## src/shared/sarcc_regs.svh

```systemverilog
// Register map, field positions, reset values and timing counts of the
// converter control block. Included by every design file of the block.
`ifndef SARCC_REGS_SVH
`define SARCC_REGS_SVH

// Register addresses on the special function register port
`define SARCC_ADDR_CONTROL    8'he8
`define SARCC_ADDR_CONFIG     8'hbc
`define SARCC_ADDR_ACC_CFG    8'hba
`define SARCC_ADDR_POWER      8'hbb
`define SARCC_ADDR_RES_LOW    8'hbd
`define SARCC_ADDR_RES_HIGH   8'hbe
`define SARCC_ADDR_GT_LOW     8'hc3
`define SARCC_ADDR_GT_HIGH    8'hc4
`define SARCC_ADDR_LT_LOW     8'hc5
`define SARCC_ADDR_LT_HIGH    8'hc6

// Control register fields
`define SARCC_CTL_ENABLE      7
`define SARCC_CTL_BURST       6
`define SARCC_CTL_DONE        5
`define SARCC_CTL_BUSY        4
`define SARCC_CTL_WINDOW      3
`define SARCC_CTL_SRC_HI      2
`define SARCC_CTL_SRC_LO      0

// Other register fields
`define SARCC_CFG_EIGHT_BIT   2
`define SARCC_ACC_TWELVE_BIT  7
`define SARCC_ACC_REP_HI      2
`define SARCC_ACC_REP_LO      0
`define SARCC_PWR_LOW_BIAS    7

// Reset values
`define SARCC_RST_CONTROL     8'h00
`define SARCC_RST_CONFIG      8'hf8
`define SARCC_RST_ACC_CFG     8'h00
`define SARCC_RST_POWER       8'h00
`define SARCC_RST_WORD        16'h0000
`define SARCC_RST_BYTE        8'h00

// Start source codes
`define SARCC_SRC_SOFTWARE    3'h0
`define SARCC_SRC_TIMER0      3'h1
`define SARCC_SRC_TIMER2      3'h2
`define SARCC_SRC_TIMER3      3'h3

// Repeat count codes and counts
`define SARCC_REP_1           3'h0
`define SARCC_REP_4           3'h1
`define SARCC_REP_8           3'h2
`define SARCC_REP_16          3'h3
`define SARCC_REP_32          3'h4
`define SARCC_REP_64          3'h5
`define SARCC_CNT_1           7'h01
`define SARCC_CNT_4           7'h04
`define SARCC_CNT_8           7'h08
`define SARCC_CNT_16          7'h10
`define SARCC_CNT_32          7'h20
`define SARCC_CNT_64          7'h40

// Conversion length in SAR clocks
`define SARCC_CYC_8BIT        4'hb
`define SARCC_CYC_10BIT       4'hd

`endif

```

## src/shared/sarcc_pkg.sv

```systemverilog
// Types shared by the converter control block.
// Assumes the register header is included by each design file.
package sarcc_pkg;

   // Sequencer states, Gray coded
   typedef enum logic [0:0] {
      SARCC_IDLE = 1'b0,
      SARCC_RUN  = 1'b1
   } sarcc_state_t;

endpackage

```

## src/design/sarcc_top.sv

```systemverilog
// Conversion control for the successive approximation converter:
// registers, start selection, burst sequencing, accumulation and window.
// Assumes timers pulse overflows on ref_clk; the start pin is asynchronous.
//
// Behaviour
// - Eight-bit select makes the converter resolve only the top eight bits.
// - Eight-bit conversion takes 11 SAR clocks, ten-bit takes 13.
// - In eight-bit mode low two bits are zero; low byte reads 0x00.
// - Twelve-bit sum needs burst with repeat code 001: four ten-bit passes at differing reference levels; accumulator bit 7 is unused.
// - Largest DAC elements are reassigned differently on each of four passes.
// - Twelve-bit sum lands in high and low result bytes; maximum 4092.
// - Repeat counts in multiples of four accumulate; sixteen gives 14-bit sum.
// - Power register bit 7 selects reduced converter and reference bias.
// - Control bit 7 enables converter; zero means low-power shutdown except while a burst (bit 6) start is running.
// - Control bit 6 selects burst operation.
// - Done flag bit 5 set per conversion or per burst; software clears.
// - Writing busy bit 4 starts conversion only with source 000.
// - Window flag bit 3 set when result falls inside window; software clears.
// - Start source: 000 software, 001/010/011 timers, 1xx external pin edge.
// - Busy reads 1 during conversion; its fall sets the done flag.
// - Burst start runs repeat count conversions; otherwise one per start.
// - Timer 2/3 use low-byte overflow in 8-bit mode, high-byte in 16-bit.
`timescale 1ns/1ps
`include "sarcc_regs.svh"

module sarcc_top
   import sarcc_pkg::*;
#(
   parameter int RES = 10
) (
   // Clock and reset
   input  wire logic           ref_clk,
   input  wire logic           resetn,
   // Register port
   input  wire logic [7:0]     sfr_addr,
   input  wire logic           sfr_wr,
   input  wire logic           sfr_rd,
   input  wire logic [7:0]     sfr_wdata,
   output logic [7:0]          sfr_rdata_q,
   // Start sources
   input  wire logic           timer0_ovf,
   input  wire logic           timer2_low_ovf,
   input  wire logic           timer2_high_ovf,
   input  wire logic           timer2_split,
   input  wire logic           timer3_low_ovf,
   input  wire logic           timer3_high_ovf,
   input  wire logic           timer3_split,
   input  wire logic           external_start_pin,
   // Analog front end
   input  wire logic           cmp_in,
   output logic [RES-1:0]      dac_code_q,
   output logic                sample_q,
   output logic [1:0]          pass_index_q,
   output logic                analog_on_q,
   output logic                low_bias_select_q,
   // Status
   output logic                conversion_done_flag_q,
   output logic                window_match_flag_q
);

   sarcc_state_t state_q;
   logic [7:0]   ctl_q;
   logic [7:0]   cfg_q;
   logic [7:0]   acc_cfg_q;
   logic [7:0]   pwr_q;
   logic [15:0]  gt_q;
   logic [15:0]  lt_q;
   logic [15:0]  result_q;
   logic [15:0]  acc_q;
   logic [6:0]   pass_q;
   logic         eng_start_q;
   logic [2:0]   pin_sync_q;
   logic         pin_level_q;
   logic [RES-1:0] eng_result;
   logic         eng_done;

   // Register decode
   wire wr_ctl = sfr_wr & (sfr_addr == `SARCC_ADDR_CONTROL);
   wire wr_cfg = sfr_wr & (sfr_addr == `SARCC_ADDR_CONFIG);
   wire wr_acc = sfr_wr & (sfr_addr == `SARCC_ADDR_ACC_CFG);
   wire wr_pwr = sfr_wr & (sfr_addr == `SARCC_ADDR_POWER);
   wire wr_gtl = sfr_wr & (sfr_addr == `SARCC_ADDR_GT_LOW);
   wire wr_gth = sfr_wr & (sfr_addr == `SARCC_ADDR_GT_HIGH);
   wire wr_ltl = sfr_wr & (sfr_addr == `SARCC_ADDR_LT_LOW);
   wire wr_lth = sfr_wr & (sfr_addr == `SARCC_ADDR_LT_HIGH);

   // Control fields
   wire       enable    = ctl_q[`SARCC_CTL_ENABLE];
   wire       burst     = ctl_q[`SARCC_CTL_BURST];
   wire [2:0] src       = ctl_q[`SARCC_CTL_SRC_HI:`SARCC_CTL_SRC_LO];
   wire       eight_bit = cfg_q[`SARCC_CFG_EIGHT_BIT];
   wire       busy      = state_q == SARCC_RUN;

   // Start source selection
   wire pin_rise = pin_sync_q[1] & pin_sync_q[2] & ~pin_level_q;
   wire t2_ovf   = timer2_split ? timer2_low_ovf : timer2_high_ovf;
   wire t3_ovf   = timer3_split ? timer3_low_ovf : timer3_high_ovf;
   wire sw_start = wr_ctl & sfr_wdata[`SARCC_CTL_BUSY] &
                   (src == `SARCC_SRC_SOFTWARE);
   wire trigger  = src[2]                      ? pin_rise :
                   (src == `SARCC_SRC_TIMER0)   ? timer0_ovf :
                   (src == `SARCC_SRC_TIMER2)   ? t2_ovf :
                   (src == `SARCC_SRC_TIMER3)   ? t3_ovf : sw_start;
   wire launch   = trigger & ~busy & (enable | burst);

   // Repeat count decode
   wire [2:0] rep_code = acc_cfg_q[`SARCC_ACC_REP_HI:`SARCC_ACC_REP_LO];
   wire [6:0] rep_cnt  = (rep_code == `SARCC_REP_4)  ? `SARCC_CNT_4  :
                         (rep_code == `SARCC_REP_8)  ? `SARCC_CNT_8  :
                         (rep_code == `SARCC_REP_16) ? `SARCC_CNT_16 :
                         (rep_code == `SARCC_REP_32) ? `SARCC_CNT_32 :
                         (rep_code == `SARCC_REP_64) ? `SARCC_CNT_64 : `SARCC_CNT_1;
   wire [6:0] run_len  = burst ? rep_cnt : `SARCC_CNT_1;

   // Accumulation and end of sequence
   wire [15:0] acc_sum  = acc_q + {{(16-RES){1'b0}}, eng_result};
   wire        seq_end  = eng_done & ((pass_q + 7'h1) == run_len);
   wire        in_win   = (acc_sum > gt_q) & (acc_sum < lt_q);
   wire        done_set = seq_end;
   wire        win_set  = seq_end & in_win;

   // Read mux; unmapped addresses read zero
   wire [7:0] ctl_rd  = {ctl_q[7:5], busy, ctl_q[3:0]};
   wire [7:0] res_lo  = eight_bit ? `SARCC_RST_BYTE : result_q[7:0];
   wire [7:0] res_hi  = eight_bit ? result_q[RES-1:RES-8] : result_q[15:8];
   wire [7:0] rd_mux  =
      (sfr_addr == `SARCC_ADDR_CONTROL)  ? ctl_rd    :
      (sfr_addr == `SARCC_ADDR_CONFIG)   ? cfg_q     :
      (sfr_addr == `SARCC_ADDR_ACC_CFG)  ? acc_cfg_q :
      (sfr_addr == `SARCC_ADDR_POWER)    ? pwr_q     :
      (sfr_addr == `SARCC_ADDR_RES_LOW)  ? res_lo    :
      (sfr_addr == `SARCC_ADDR_RES_HIGH) ? res_hi    :
      (sfr_addr == `SARCC_ADDR_GT_LOW)   ? gt_q[7:0] :
      (sfr_addr == `SARCC_ADDR_GT_HIGH)  ? gt_q[15:8] :
      (sfr_addr == `SARCC_ADDR_LT_LOW)   ? lt_q[7:0] :
      (sfr_addr == `SARCC_ADDR_LT_HIGH)  ? lt_q[15:8] : `SARCC_RST_BYTE;

   // Control register; hardware set wins over a software clear
   wire [7:0] ctl_wr = wr_ctl ? sfr_wdata : ctl_q;
   wire [7:0] ctl_d  = {ctl_wr[7:6],
                        ctl_wr[`SARCC_CTL_DONE] | done_set,
                        1'b0,
                        ctl_wr[`SARCC_CTL_WINDOW] | win_set,
                        ctl_wr[2:0]};

   // Register file
   always_ff @(posedge ref_clk or negedge resetn) begin
      if (!resetn) begin
         ctl_q       <= `SARCC_RST_CONTROL;
         cfg_q       <= `SARCC_RST_CONFIG;
         acc_cfg_q   <= `SARCC_RST_ACC_CFG;
         pwr_q       <= `SARCC_RST_POWER;
         gt_q        <= `SARCC_RST_WORD;
         lt_q        <= `SARCC_RST_WORD;
         sfr_rdata_q <= `SARCC_RST_BYTE;
      end else begin
         ctl_q       <= ctl_d;
         cfg_q       <= wr_cfg ? sfr_wdata : cfg_q;
         acc_cfg_q   <= wr_acc ? sfr_wdata : acc_cfg_q;
         pwr_q       <= wr_pwr ? sfr_wdata : pwr_q;
         gt_q        <= {wr_gth ? sfr_wdata : gt_q[15:8], wr_gtl ? sfr_wdata : gt_q[7:0]};
         lt_q        <= {wr_lth ? sfr_wdata : lt_q[15:8], wr_ltl ? sfr_wdata : lt_q[7:0]};
         sfr_rdata_q <= sfr_rd ? rd_mux : `SARCC_RST_BYTE;
      end
   end

   // External start pin synchroniser and settled level
   always_ff @(posedge ref_clk or negedge resetn) begin
      if (!resetn) begin
         pin_sync_q  <= 3'h0;
         pin_level_q <= 1'b0;
      end else begin
         pin_sync_q <= {pin_sync_q[1:0], external_start_pin};
         if (pin_sync_q[1] == pin_sync_q[2]) begin
            pin_level_q <= pin_sync_q[2];
         end
      end
   end

   // Conversion sequencer
   always_ff @(posedge ref_clk or negedge resetn) begin
      if (!resetn) begin
         state_q     <= SARCC_IDLE;
         eng_start_q <= 1'b0;
         pass_q      <= 7'h00;
         acc_q       <= `SARCC_RST_WORD;
         result_q    <= `SARCC_RST_WORD;
      end else begin
         eng_start_q <= 1'b0;
         unique case (state_q)
            SARCC_IDLE: begin
               if (launch) begin
                  state_q     <= SARCC_RUN;
                  eng_start_q <= 1'b1;
                  pass_q      <= 7'h00;
                  acc_q       <= `SARCC_RST_WORD;
               end
            end
            SARCC_RUN: begin
               if (eng_done) begin
                  acc_q  <= acc_sum;
                  pass_q <= pass_q + 7'h1;
                  if (seq_end) begin
                     state_q  <= SARCC_IDLE;
                     result_q <= acc_sum;
                  end else begin
                     eng_start_q <= 1'b1;
                  end
               end
            end
         endcase
      end
   end

   // Analog controls and status outputs
   always_ff @(posedge ref_clk or negedge resetn) begin
      if (!resetn) begin
         pass_index_q           <= 2'h0;
         analog_on_q            <= 1'b0;
         low_bias_select_q      <= 1'b0;
         conversion_done_flag_q <= 1'b0;
         window_match_flag_q    <= 1'b0;
      end else begin
         pass_index_q           <= pass_q[1:0];
         analog_on_q            <= enable | busy;
         low_bias_select_q      <= pwr_q[`SARCC_PWR_LOW_BIAS];
         conversion_done_flag_q <= ctl_q[`SARCC_CTL_DONE];
         window_match_flag_q    <= ctl_q[`SARCC_CTL_WINDOW];
      end
   end

   // Successive approximation engine
   sarcc_sar_engine #(
      .RES (RES)
   ) u_engine (
      .ref_clk    (ref_clk),
      .resetn     (resetn),
      .start      (eng_start_q),
      .eight_bit  (eight_bit),
      .cmp_in     (cmp_in),
      .dac_code_q (dac_code_q),
      .sample_q   (sample_q),
      .result_q   (eng_result),
      .done_q     (eng_done)
   );

endmodule // sarcc_top

```

## src/design/sarcc_sar_engine.sv

```systemverilog
// Bit-by-bit successive approximation engine for one conversion.
// Assumes the comparator input reflects the DAC code of the same cycle.
`timescale 1ns/1ps
`include "sarcc_regs.svh"

module sarcc_sar_engine
   import sarcc_pkg::*;
#(
   parameter int RES = 10
) (
   // Clock and reset
   input  wire logic           ref_clk,
   input  wire logic           resetn,
   // Control
   input  wire logic           start,
   input  wire logic           eight_bit,
   // Analog side
   input  wire logic           cmp_in,
   output logic [RES-1:0]      dac_code_q,
   output logic                sample_q,
   // Result
   output logic [RES-1:0]      result_q,
   output logic                done_q
);

   logic           active_q;
   logic [3:0]     cnt_q;
   logic [RES-1:0] mask_q;

   // Trial decode and eight-bit truncation
   wire [3:0]     last_cnt  = (eight_bit ? `SARCC_CYC_8BIT : `SARCC_CYC_10BIT) - 4'h1;
   wire           last      = cnt_q == last_cnt;
   wire [RES-1:0] msb       = {1'b1, {(RES-1){1'b0}}};
   wire [RES-1:0] drop_mask = eight_bit ? {{(RES-2){1'b0}}, 2'b11} : '0;
   wire [RES-1:0] mask_nx   = mask_q >> 1;
   wire [RES-1:0] code_kept = cmp_in ? dac_code_q : (dac_code_q & ~mask_q);

   // Conversion sequence
   always_ff @(posedge ref_clk or negedge resetn) begin
      if (!resetn) begin
         active_q   <= 1'b0;
         cnt_q      <= 4'h0;
         mask_q     <= '0;
         dac_code_q <= '0;
         result_q   <= '0;
         sample_q   <= 1'b0;
         done_q     <= 1'b0;
      end else begin
         sample_q <= start;
         done_q   <= active_q & last;
         if (start) begin
            active_q   <= 1'b1;
            cnt_q      <= 4'h0;
            mask_q     <= msb;
            dac_code_q <= msb;
         end else if (active_q) begin
            cnt_q      <= cnt_q + 4'h1;
            mask_q     <= mask_nx;
            dac_code_q <= code_kept | (mask_nx & ~drop_mask);
            if (last) begin
               active_q <= 1'b0;
               result_q <= code_kept & ~drop_mask;
            end
         end
      end
   end

endmodule // sarcc_sar_engine

```

## config.mk

```make
export PLATFORM = sky130hd
export DESIGN_NAME = sarcc_top
export DESIGN_NICKNAME = d
export VERILOG_FILES = /design/src/shared/sarcc_pkg.sv /design/src/design/sarcc_top.sv /design/src/design/sarcc_sar_engine.sv
export VERILOG_INCLUDE_DIRS = /design/src /design/src/shared
export SDC_FILE = /design/constraint.sdc
export NUM_CORES = 1
export LEC_CHECK = 0
export BUFFER_PORTS_ARGS = -buffer_cell sky130_fd_sc_hd__buf_2
export CAP_MARGIN = 25
export CORE_MARGIN = 2
export CORE_UTILIZATION = 35
export CTS_CLUSTER_DIAMETER = 50
export CTS_CLUSTER_SIZE = 12
export DETAILED_ROUTE_END_ITERATION = 6
export PLACE_DENSITY = 0.5
export SETUP_SLACK_MARGIN = 0.1
export SKIP_CTS_REPAIR_TIMING = 1
export SYNTH_ARGS = -nofsm -noshare
export SYNTH_HDL_FRONTEND = slang
export SYNTH_SLANG_ARGS = --single-unit
```

## constraint.sdc

```tcl
create_clock -name ref_clk -period 7.4 [get_ports ref_clk]
set_input_delay 1.48 -clock ref_clk [delete_from_list [all_inputs] [get_ports ref_clk]]
set_output_delay 1.48 -clock ref_clk [all_outputs]
set_load 0.05 [all_outputs]
```

=== Word-level counts from Yosys, hierarchy flattened ===
Cells that the tools add are included.

* Output and inout port bits: 25
* Register bits: 159

* Equality and inequality tests: 23
* Reduce and logical (&&, ||, !) cells: 5
* Multiplexer cells: 50
* Bitwise operators: 31
* $lt $le $gt $ge: 2
* Add/subtract/negate cells: 4

{| class="wikitable"
|+ Operator list
! kind !! count
|-
| 8-bit two-way mux || 13
|-
| 8-bit == test, second input constant || 10
|-
| 7-bit two-way mux || 8
|-
| 10-bit two-way mux || 5
|-
| 16-bit two-way mux || 2
|-
| 16-bit case mux with 2 select lines || 1
|-
| 10-bit bitwise AND || 2
|-
| 10-bit NOT || 2
|-
| 1-bit bitwise AND || 18
|-
| 16-bit by 10-bit adder with 16-bit output || 1
|-
| 16-bit > comparator || 1
|-
| 16-bit < comparator || 1
|-
| 7-bit case mux with 2 select lines || 1
|-
| 1-bit two-way mux || 13
|-
| 3-bit by 2-bit == test with 1-bit output, second input constant || 4
|-
| 9-bit by 10-bit bitwise AND with 10-bit output || 1
|-
| 10-bit bitwise OR || 1
|-
| 4-bit two-way mux || 2
|-
| 7-bit by 1-bit adder with 7-bit output, second input constant || 1
|-
| 7-bit == test || 1
|-
| 3-bit by 1-bit == test with 1-bit output, second input constant || 2
|-
| 3-bit == test, second input constant || 2
|-
| 6-bit two-way mux || 1
|-
| 3-bit AND reduction || 2
|-
| 14 further kinds || 20
|}

=== Depth between registers and ports, before layout ===
Gate-level depths: netlist (run 1).

* Word-level depth: 12
* Gate-level depth with buffers: 15
* Mapped depth without buffers: 15

=== By module ===
From an unflattened synthesis (run 1), not the netlist that was laid out.

* Cell total of the unflattened synthesis: 879
* Area, all modules: 8769.7 µm²

{| class="wikitable"
|+ Modules (own cells, without submodules)
! module !! cells an instance !! instances !! area each (µm²)
|-
| sarcc_top || 721 || 1 || 7161.9
|-
| sarcc_sar_engine || 158 || 1 || 1607.8
|}

=== Least setup slack after synthesis (run 1) ===
Ideal clock, no wire load.

* Path type: register to register
* Start: register acc_q[0]
* End: register ctl_q[3]
* Arrival time: 3158 ps
* Path buffers: 0
* Setup time: 129 ps
* Stages on the path, launching flop included: 16
* Period minus slack after synthesis: 3287 ps
* Slack: 4113 ps
* Path through: dfrtp_1 -> ha_1 -> inv_1 -> fa_1 -> nor2b_1 -> o31a_1 -> o311ai_0 -> a21oi_1 -> xor2_1 -> ha_1 -> nand4_1 -> or3_1 -> nor3_1 -> nor4_1 -> o2111ai_1 -> o21ai_0

* Word-level cells in the longest chain between the ends: 5

{| class="wikitable"
|+ RTL lines
! element !! RTL line !! source
|-
| start, declared || sarcc_top.sv:69 || <nowiki>logic [15:0] acc_q;</nowiki>
|-
| start signal, assigned || sarcc_top.sv:186 || <nowiki>acc_q <= `SARCC_RST_WORD;</nowiki>
|-
| start signal, assigned || sarcc_top.sv:196 || <nowiki>acc_q <= `SARCC_RST_WORD;</nowiki>
|-
| start signal, assigned || sarcc_top.sv:201 || <nowiki>acc_q <= acc_sum;</nowiki>
|-
| 16-bit by 10-bit adder with 16-bit output * || sarcc_top.sv:116 || <nowiki>wire [15:0] acc_sum = acc_q + {{(16-RES){1'b0}}, eng_result};</nowiki>
|-
| net acc_sum[14] || sarcc_top.sv:116 ||
|-
| 16-bit > comparator or 16-bit < comparator (tied branches) || sarcc_top.sv:118 || <nowiki>wire in_win = (acc_sum > gt_q) & (acc_sum < lt_q);</nowiki>
|-
| 1-bit bitwise AND * || sarcc_top.sv:118 ||
|-
| 1-bit bitwise AND * || sarcc_top.sv:120 || <nowiki>wire win_set = seq_end & in_win;</nowiki>
|-
| 1-bit bitwise OR * || sarcc_top.sv:143 || <nowiki>ctl_wr[`SARCC_CTL_WINDOW] | win_set,</nowiki>
|-
| net ctl_d[3] || sarcc_top.sv:140 || <nowiki>wire [7:0] ctl_d = {ctl_wr[7:6],</nowiki>
|-
| end signal, assigned || sarcc_top.sv:149 || <nowiki>ctl_q <= `SARCC_RST_CONTROL;</nowiki>
|-
| end signal, assigned || sarcc_top.sv:157 || <nowiki>ctl_q <= ctl_d;</nowiki>
|-
| end, declared || sarcc_top.sv:62 || <nowiki>logic [7:0] ctl_q;</nowiki>
|}

The timed path passes the listed nets; every way through them passes the cells marked *.
A chain may end at the register's enable or synchronous reset.

=== Final worst setup path (run 1) ===
Ends and elaborated chain as after synthesis.

==> metrics.txt, run 1 <==
synthesized instance count=842; vias per cell=5.21; TNS Setup=0 ns; Mapped Nets=916; outcome=finished clean; count of cell types in the netlist=64; CP Launch Type=flip-flop; die height=161 µm; Initial Utilization=0.355; Synth Cell Area=8600 µm²; largest net degree at the start of global routing=104; Crit Reg-Reg Endpoint=ctl_q[3]; clk slew on worst S/H paths=0.07 ns; Post-synth EDFFs=0; Total GRT Usage=0.182; Hold Vio Cnt, Final=0; leading cell types in the layout, fill and taps excluded=dfrtp_1 (154), nand2_1 (89), mux2_2 (66); Synth Area per Inst=10.2 µm²; Hold WC Path Type=flip-flop to flip-flop; vias in the first global route=6295; final non-filler cell area=9810 µm²; Worst Max-Slew Pin Slew=0.990 ns; Top Ports=54; first-pass GRT wire length=36500 µm; Post-DRT Antenna Nets=0; RSZ-0062 raised after global routing=no; share of post-route cells with drive strength above 1=0.202; Crit path required time=7.70 ns; Setup crit end=ctl_q[3]; synth warn=0; R2R depth=15; TritonCTS buffer count=17; vias after detailed routing=6369; clk_skew=0.0169 ns; final core occ=0.405; FF+latch count, synth=159; FP Rows=57; drt pass-1 iters=5; critical path arrival=4.21 ns; Syn-to-layout area delta=14.0%; CTS sink cnt=159; Main synth FF type=dfrtp_1; cell count after placement=1190; PnR Total Power=1.95 mW; sequential-to-total area share from yosys stat=0.463; Final GP Congestion=0.861; Worst setup EP type=flip-flop; WS Path Type=flip-flop to flip-flop; TritonCTS clock tree=yes; Worst Hold Path Cells=0; fin cells=1223; hpwl dp=16600 µm; Crit. Startpoint=acc_q[0]; Slew Limit Headroom=0.339; Max Cap Viol=0; placed inst area=9170 µm²; H-tree depth=4; leak pwr=4.48 nW; DR iter-0 viols=443; Worst VDD drop=0.134 mV; ys async rst share=1.00; Critical Path Fanout Max=4; clk buf depth=2; DRC Markers=0; final WL=22600 µm; initial antenna violation count=1; Layout Nets=960; worst skew pair latency=0.43 ns; Power Density=198 nW/µm²; commonest non-fill, non-tap cell in the layout=dfrtp_1; fill cell total of the finished layout=2453; max frequency=256 MHz; r2r startpoint=acc_q[0]; Core ar.=24200 µm²; final period utilization=0.528; DIE AREA=25900 µm²; diodes inserted=0; CTS Root Cell=clkbuf_16; Die W=161 µm; R2R setup slack=3.49 ns; Slew Viols, Final=0; WL/cell=18.5 µm; GRT Residual Overflow=0; final setup fails=0; Period minus WS final=3.91 ns; I/O Buffers=53
Yosys cell counts (8+ instances only):
library cell    n  share of area
a211oi_1        8         0.0070
a21o_1          9         0.0079
a21oi_1        50          0.029
a22o_1          9         0.0092
a22oi_1        13          0.011
and3_1         11         0.0080
clkbuf_1       29          0.013
dfrtp_1       154           0.45
ha_1           44          0.064
inv_1          51          0.022
mux2_2         66          0.086
mux2_4         10          0.017
mux2i_1        18          0.021
nand2_1        89          0.039
nand3_1        27          0.016
nand4_1         9         0.0065
nor2_1         38          0.017
nor2b_1         9         0.0065
nor3_1          8         0.0047
o21a_1          9         0.0079
o21ai_0        63          0.037
o22ai_1         9         0.0065
xnor2_1         9         0.0092
xor2_1         10          0.010
area by class of cell:
| type | count | area, µm² | area share |
|---|---|---|---|
| inverters | 52 | 195 | 0.0199 |
| multi-input cells | 597 | 4280 | 0.436 |
| flip-flops and latches | 159 | 3990 | 0.406 |
| clock inverters | 13 | 166 | 0.0170 |
| clock buffers | 19 | 443 | 0.0452 |
| repair buffers | 59 | 337 | 0.0343 |
| well taps | 324 | 405 | 0.0413 |
critical path, stage by stage (launching register included):
cell and delay (ns):
dfrtp_1 0.39, ha_1 0.23, inv_1 0.07, fa_1 0.21
nor2b_1 0.07, o31a_1 0.30, o311ai_0 0.55, a21oi_1 0.23
xor2_1 0.39, ha_1 0.18, nand4_1 0.11, or3_1 0.42
nor3_1 0.22, nor4_1 0.07, o2111ai_1 0.20, o21ai_0 0.12
worst min path at each step:
stage | from | end | slack [ns]
after floorplan | pin_sync_q[0] | pin_sync_q[1] | 0.33
after global placement | pin_sync_q[0] | pin_sync_q[1] | 0.34
after detailed placement | pin_sync_q[0] | pin_sync_q[1] | 0.33
after CTS | pin_sync_q[0] | pin_sync_q[1] | 0.35
after global routing | pin_sync_q[0] | pin_sync_q[1] | 0.36
final | pin_sync_q[0] | pin_sync_q[1] | 0.35
state kept, by name, summed over array words and instances (netlist names), 2 cells and up:
signal	cells
gt_q	16
pass_q	7
ctl_q	7
u_engine.result_q	10
cfg_q	8
sfr_rdata_q	8
pass_index_q	2
acc_cfg_q	8
pin_sync_q	3
lt_q	16
u_engine.mask_q	10
u_engine.dac_code_q	10
result_q	16
acc_q	16
u_engine.cnt_q	4
pwr_q	8
layer usage:
layer | GRT usage | part of all wire | routed length (µm)
met3 | 0.0336 | 0.040 | 901
met4 | 0.0597 | 0.018 | 401
met1 | 0.267 | 0.50 | 11300
met2 | 0.272 | 0.44 | 10000
met5 | 0 | 0 | 0
cell families (layout without fill, tap and decap cells):
kind of cell,Yosys count,count (layout),synth area share
xor+xnor,19,19,0.0193
flops,159,159,0.463
buf+inv,86,143,0.0397
simple gates,226,226,0.129
mux,94,94,0.125
compound gates,213,213,0.158
fa+ha+maj,45,45,0.0663
through the flow:
stage | setup slack (ns) | hold slack (ns)
after detailed placement | 3.08 | 0.335
after CTS | 3.51 | 0.351
after global placement | 3.16 | 0.337
after global routing | 3.14 | 0.362
after floorplan | 4.11 | 0.331
final | 3.49 | 0.350
power breakdown:
part	total (mW)	internal, mW	switching (mW)
registers	0.908	0.891	0.0174
logic	0.120	0.0427	0.0769
clock network	0.918	0.522	0.397
(Power assumes the default switching activity.)
==> run 2: changes to the inputs <==
- PLACE_DENSITY: 0.5 -> 0.52
- clock period: 7.4 -> 3.35 ns (I/O delays scaled with it)
==> metrics.txt, run 2 (synthesized netlist as in run 1, its figures left out) <==
internal power=3.14 mW (+120%); Layout Nets=992 (+3.3%); CP Launch Type=flip-flop; Post-DRT Antenna Nets=0 (unchanged); PnR Total Power=4.25 mW (+120%); final setup fails=0 (unchanged); R2R depth=15 (unchanged); Syn-to-layout area delta=17.8%; TNS Setup=0 ns (unchanged); GRT Residual Overflow=0 (unchanged); Slew Limit Headroom=0.474 (+0.136); worst skew pair latency=0.43 ns (about the same); Slew Viols, Final=0 (unchanged); Clock power frac=0.463 (-0.009); Total GRT Usage=0.188 (+0.00615); CTS sink cnt=159 (unchanged); Hold Vio Cnt, Final=0 (unchanged); TritonCTS clock tree=yes; share of post-route cells with drive strength above 1=0.248 (+0.0457); clk_skew=0.0144 ns (-0.00248 ns); drt pass-1 iters=5 (unchanged); CP max stage delay=0.44 ns (-0.11 ns); initial antenna violation count=1 (unchanged); Power Density=419 nW/µm² (+110%); RSZ-0062 raised after global routing=yes; leading cell types in the layout, fill and taps excluded=dfrtp_1 (154), nand2_1 (89), mux2_2 (66); final non-filler cell area=10100 µm² (+3.3%); Psw=1.10 mW (+120%); final WL=23600 µm (+4.0%); Period minus WS final=3.23 ns (-0.684 ns); WL/cell=18.8 µm (+1.3%); hpwl dp=17200 µm (+3.8%); Die W=161 µm (unchanged); vias per cell=5.28 (+1.3%); Max Cap Viol=0 (unchanged); Initial Utilization=0.355 (unchanged); DIE AREA=25900 µm² (unchanged); first-pass GRT wire length=37600 µm (+3.1%); Top Ports=54 (unchanged); Core ar.=24200 µm² (unchanged); commonest non-fill, non-tap cell in the layout=dfrtp_1; DRC Markers=0 (unchanged); max frequency=310 MHz (+21%); final core occ=0.418 (+0.0134); outcome=finished clean; I/O Buffers=53 (unchanged); Flop pwr share=0.472 (+0.005); DR iter-0 viols=532 (+20%); critical path arrival=3.52 ns (-0.69 ns); Hold WC Path Type=input pin to async pin; final period utilization=0.963 (+0.435); Crit path required time=3.64 ns (-4.06 ns); Worst setup EP type=flip-flop; Crit-path slowest cell=or3_4; combinational share of power=0.064 (+0.003); vias in the first global route=6530 (+3.7%); R2R setup slack=0.12 ns (-3.37 ns); area of the multi-input gates=4380 µm² (+2.5%); Hold Slack=0.192 ns (-0.158 ns); Crit Reg-Reg Endpoint=ctl_q[3]; die height=161 µm (unchanged); Worst Max-Slew Pin Slew=0.787 ns (-0.203 ns); Final GP Congestion=0.885 (+2.7%); FF/Latch Area=3990 µm² (unchanged); vias after detailed routing=6629 (+4.1%); leak pwr=4.63 nW (+3.2%); Critical Path Fanout Max=3 (-1); TritonCTS buffer count=17 (unchanged); Worst VDD drop=0.282 mV (+110%); placed inst area=9410 µm² (+2.6%); clk slew on worst S/H paths=0.07 ns (about the same); CTS Root Cell=clkbuf_16; H-tree depth=4 (unchanged); largest net degree at the start of global routing=59 (-43%); fill cell total of the finished layout=2418 (-1.4%); clk buf depth=2 (unchanged); CP cell instances=ha_2 -> inv_2 -> fa_2 -> nor2b_2 -> o31a_1 -> o311ai_4 -> a21oi_2 -> xor2_2 -> ha_1 -> nand4_1 -> or3_4 -> nor3_4 -> nor4_1 -> o2111ai_1 -> o21ai_1; WS Path Type=flip-flop to flip-flop; Sw Ratio=0.260 (+0.00790); FP Rows=57 (unchanged); r2r startpoint=acc_q[0]
## run 2: power by group through the flow
stage          combinational (mW)  clock [mW]  sequential, mW
4_1_cts                     0.271        2.01            2.00
3_3_place_gp                0.270           0            2.04
2_1_floorplan               0.136           0            2.04
3_5_place_dp                0.270           0            2.04
6_report                    0.273        1.97            2.01
5_1_grt                     0.306        2.09            2.01
## run 2: final cells by class
| type | instances | share of cell area |
|---|---|---|
| diodes | 1 | 0.000247 |
| clock buffers | 19 | 0.0437 |
| clock inverters | 13 | 0.0147 |
| inverters | 52 | 0.0193 |
| multi-input cells | 597 | 0.433 |
| flip-flops and latches | 159 | 0.393 |
| well taps | 324 | 0.0400 |
| repair buffers | 91 | 0.0562 |
## run 2: critical path: cells and delay by family, from the launching register on
kind | cells | cell delay (ns)
simple gates | 5 | 0.78
fa+ha+maj | 3 | 0.73
buf+inv | 1 | 0.06
xor+xnor | 1 | 0.17
compound gates | 5 | 0.97
flops | 1 | 0.38
## run 2: layer usage
metal  global-route usage  up-vias  share of wire
met5                    0        -              0
met4               0.0544        0          0.018
met3               0.0395       30          0.048
met2                0.285      128           0.45
met1                0.273     3282           0.49
li1                     -     3189              -
## run 2: how the worst max path moves through the flow
stage	startpoint	to	slack (ns)	depth (start not counted)
2_1_floorplan	acc_q[0]	ctl_q[3]	0.19	15
3_3_place_gp	acc_q[0]	ctl_q[3]	0.01	15
3_5_place_dp	acc_q[0]	ctl_q[3]	-0.12	15
4_1_cts	acc_q[0]	ctl_q[3]	-0.16	15
5_1_grt	u_engine.result_q[3]	ctl_q[3]	-0.04	14
6_report	acc_q[0]	ctl_q[3]	0.12	15
## run 2: metrics by stage
stage | setup slack (ns) | instances
2_1_floorplan | 0.193 | 842
3_3_place_gp | 0.0142 | 1220
3_5_place_dp | -0.118 | 1220
4_1_cts | -0.156 | 1252
5_1_grt | -0.0402 | 1255
6_report | 0.124 | 1256
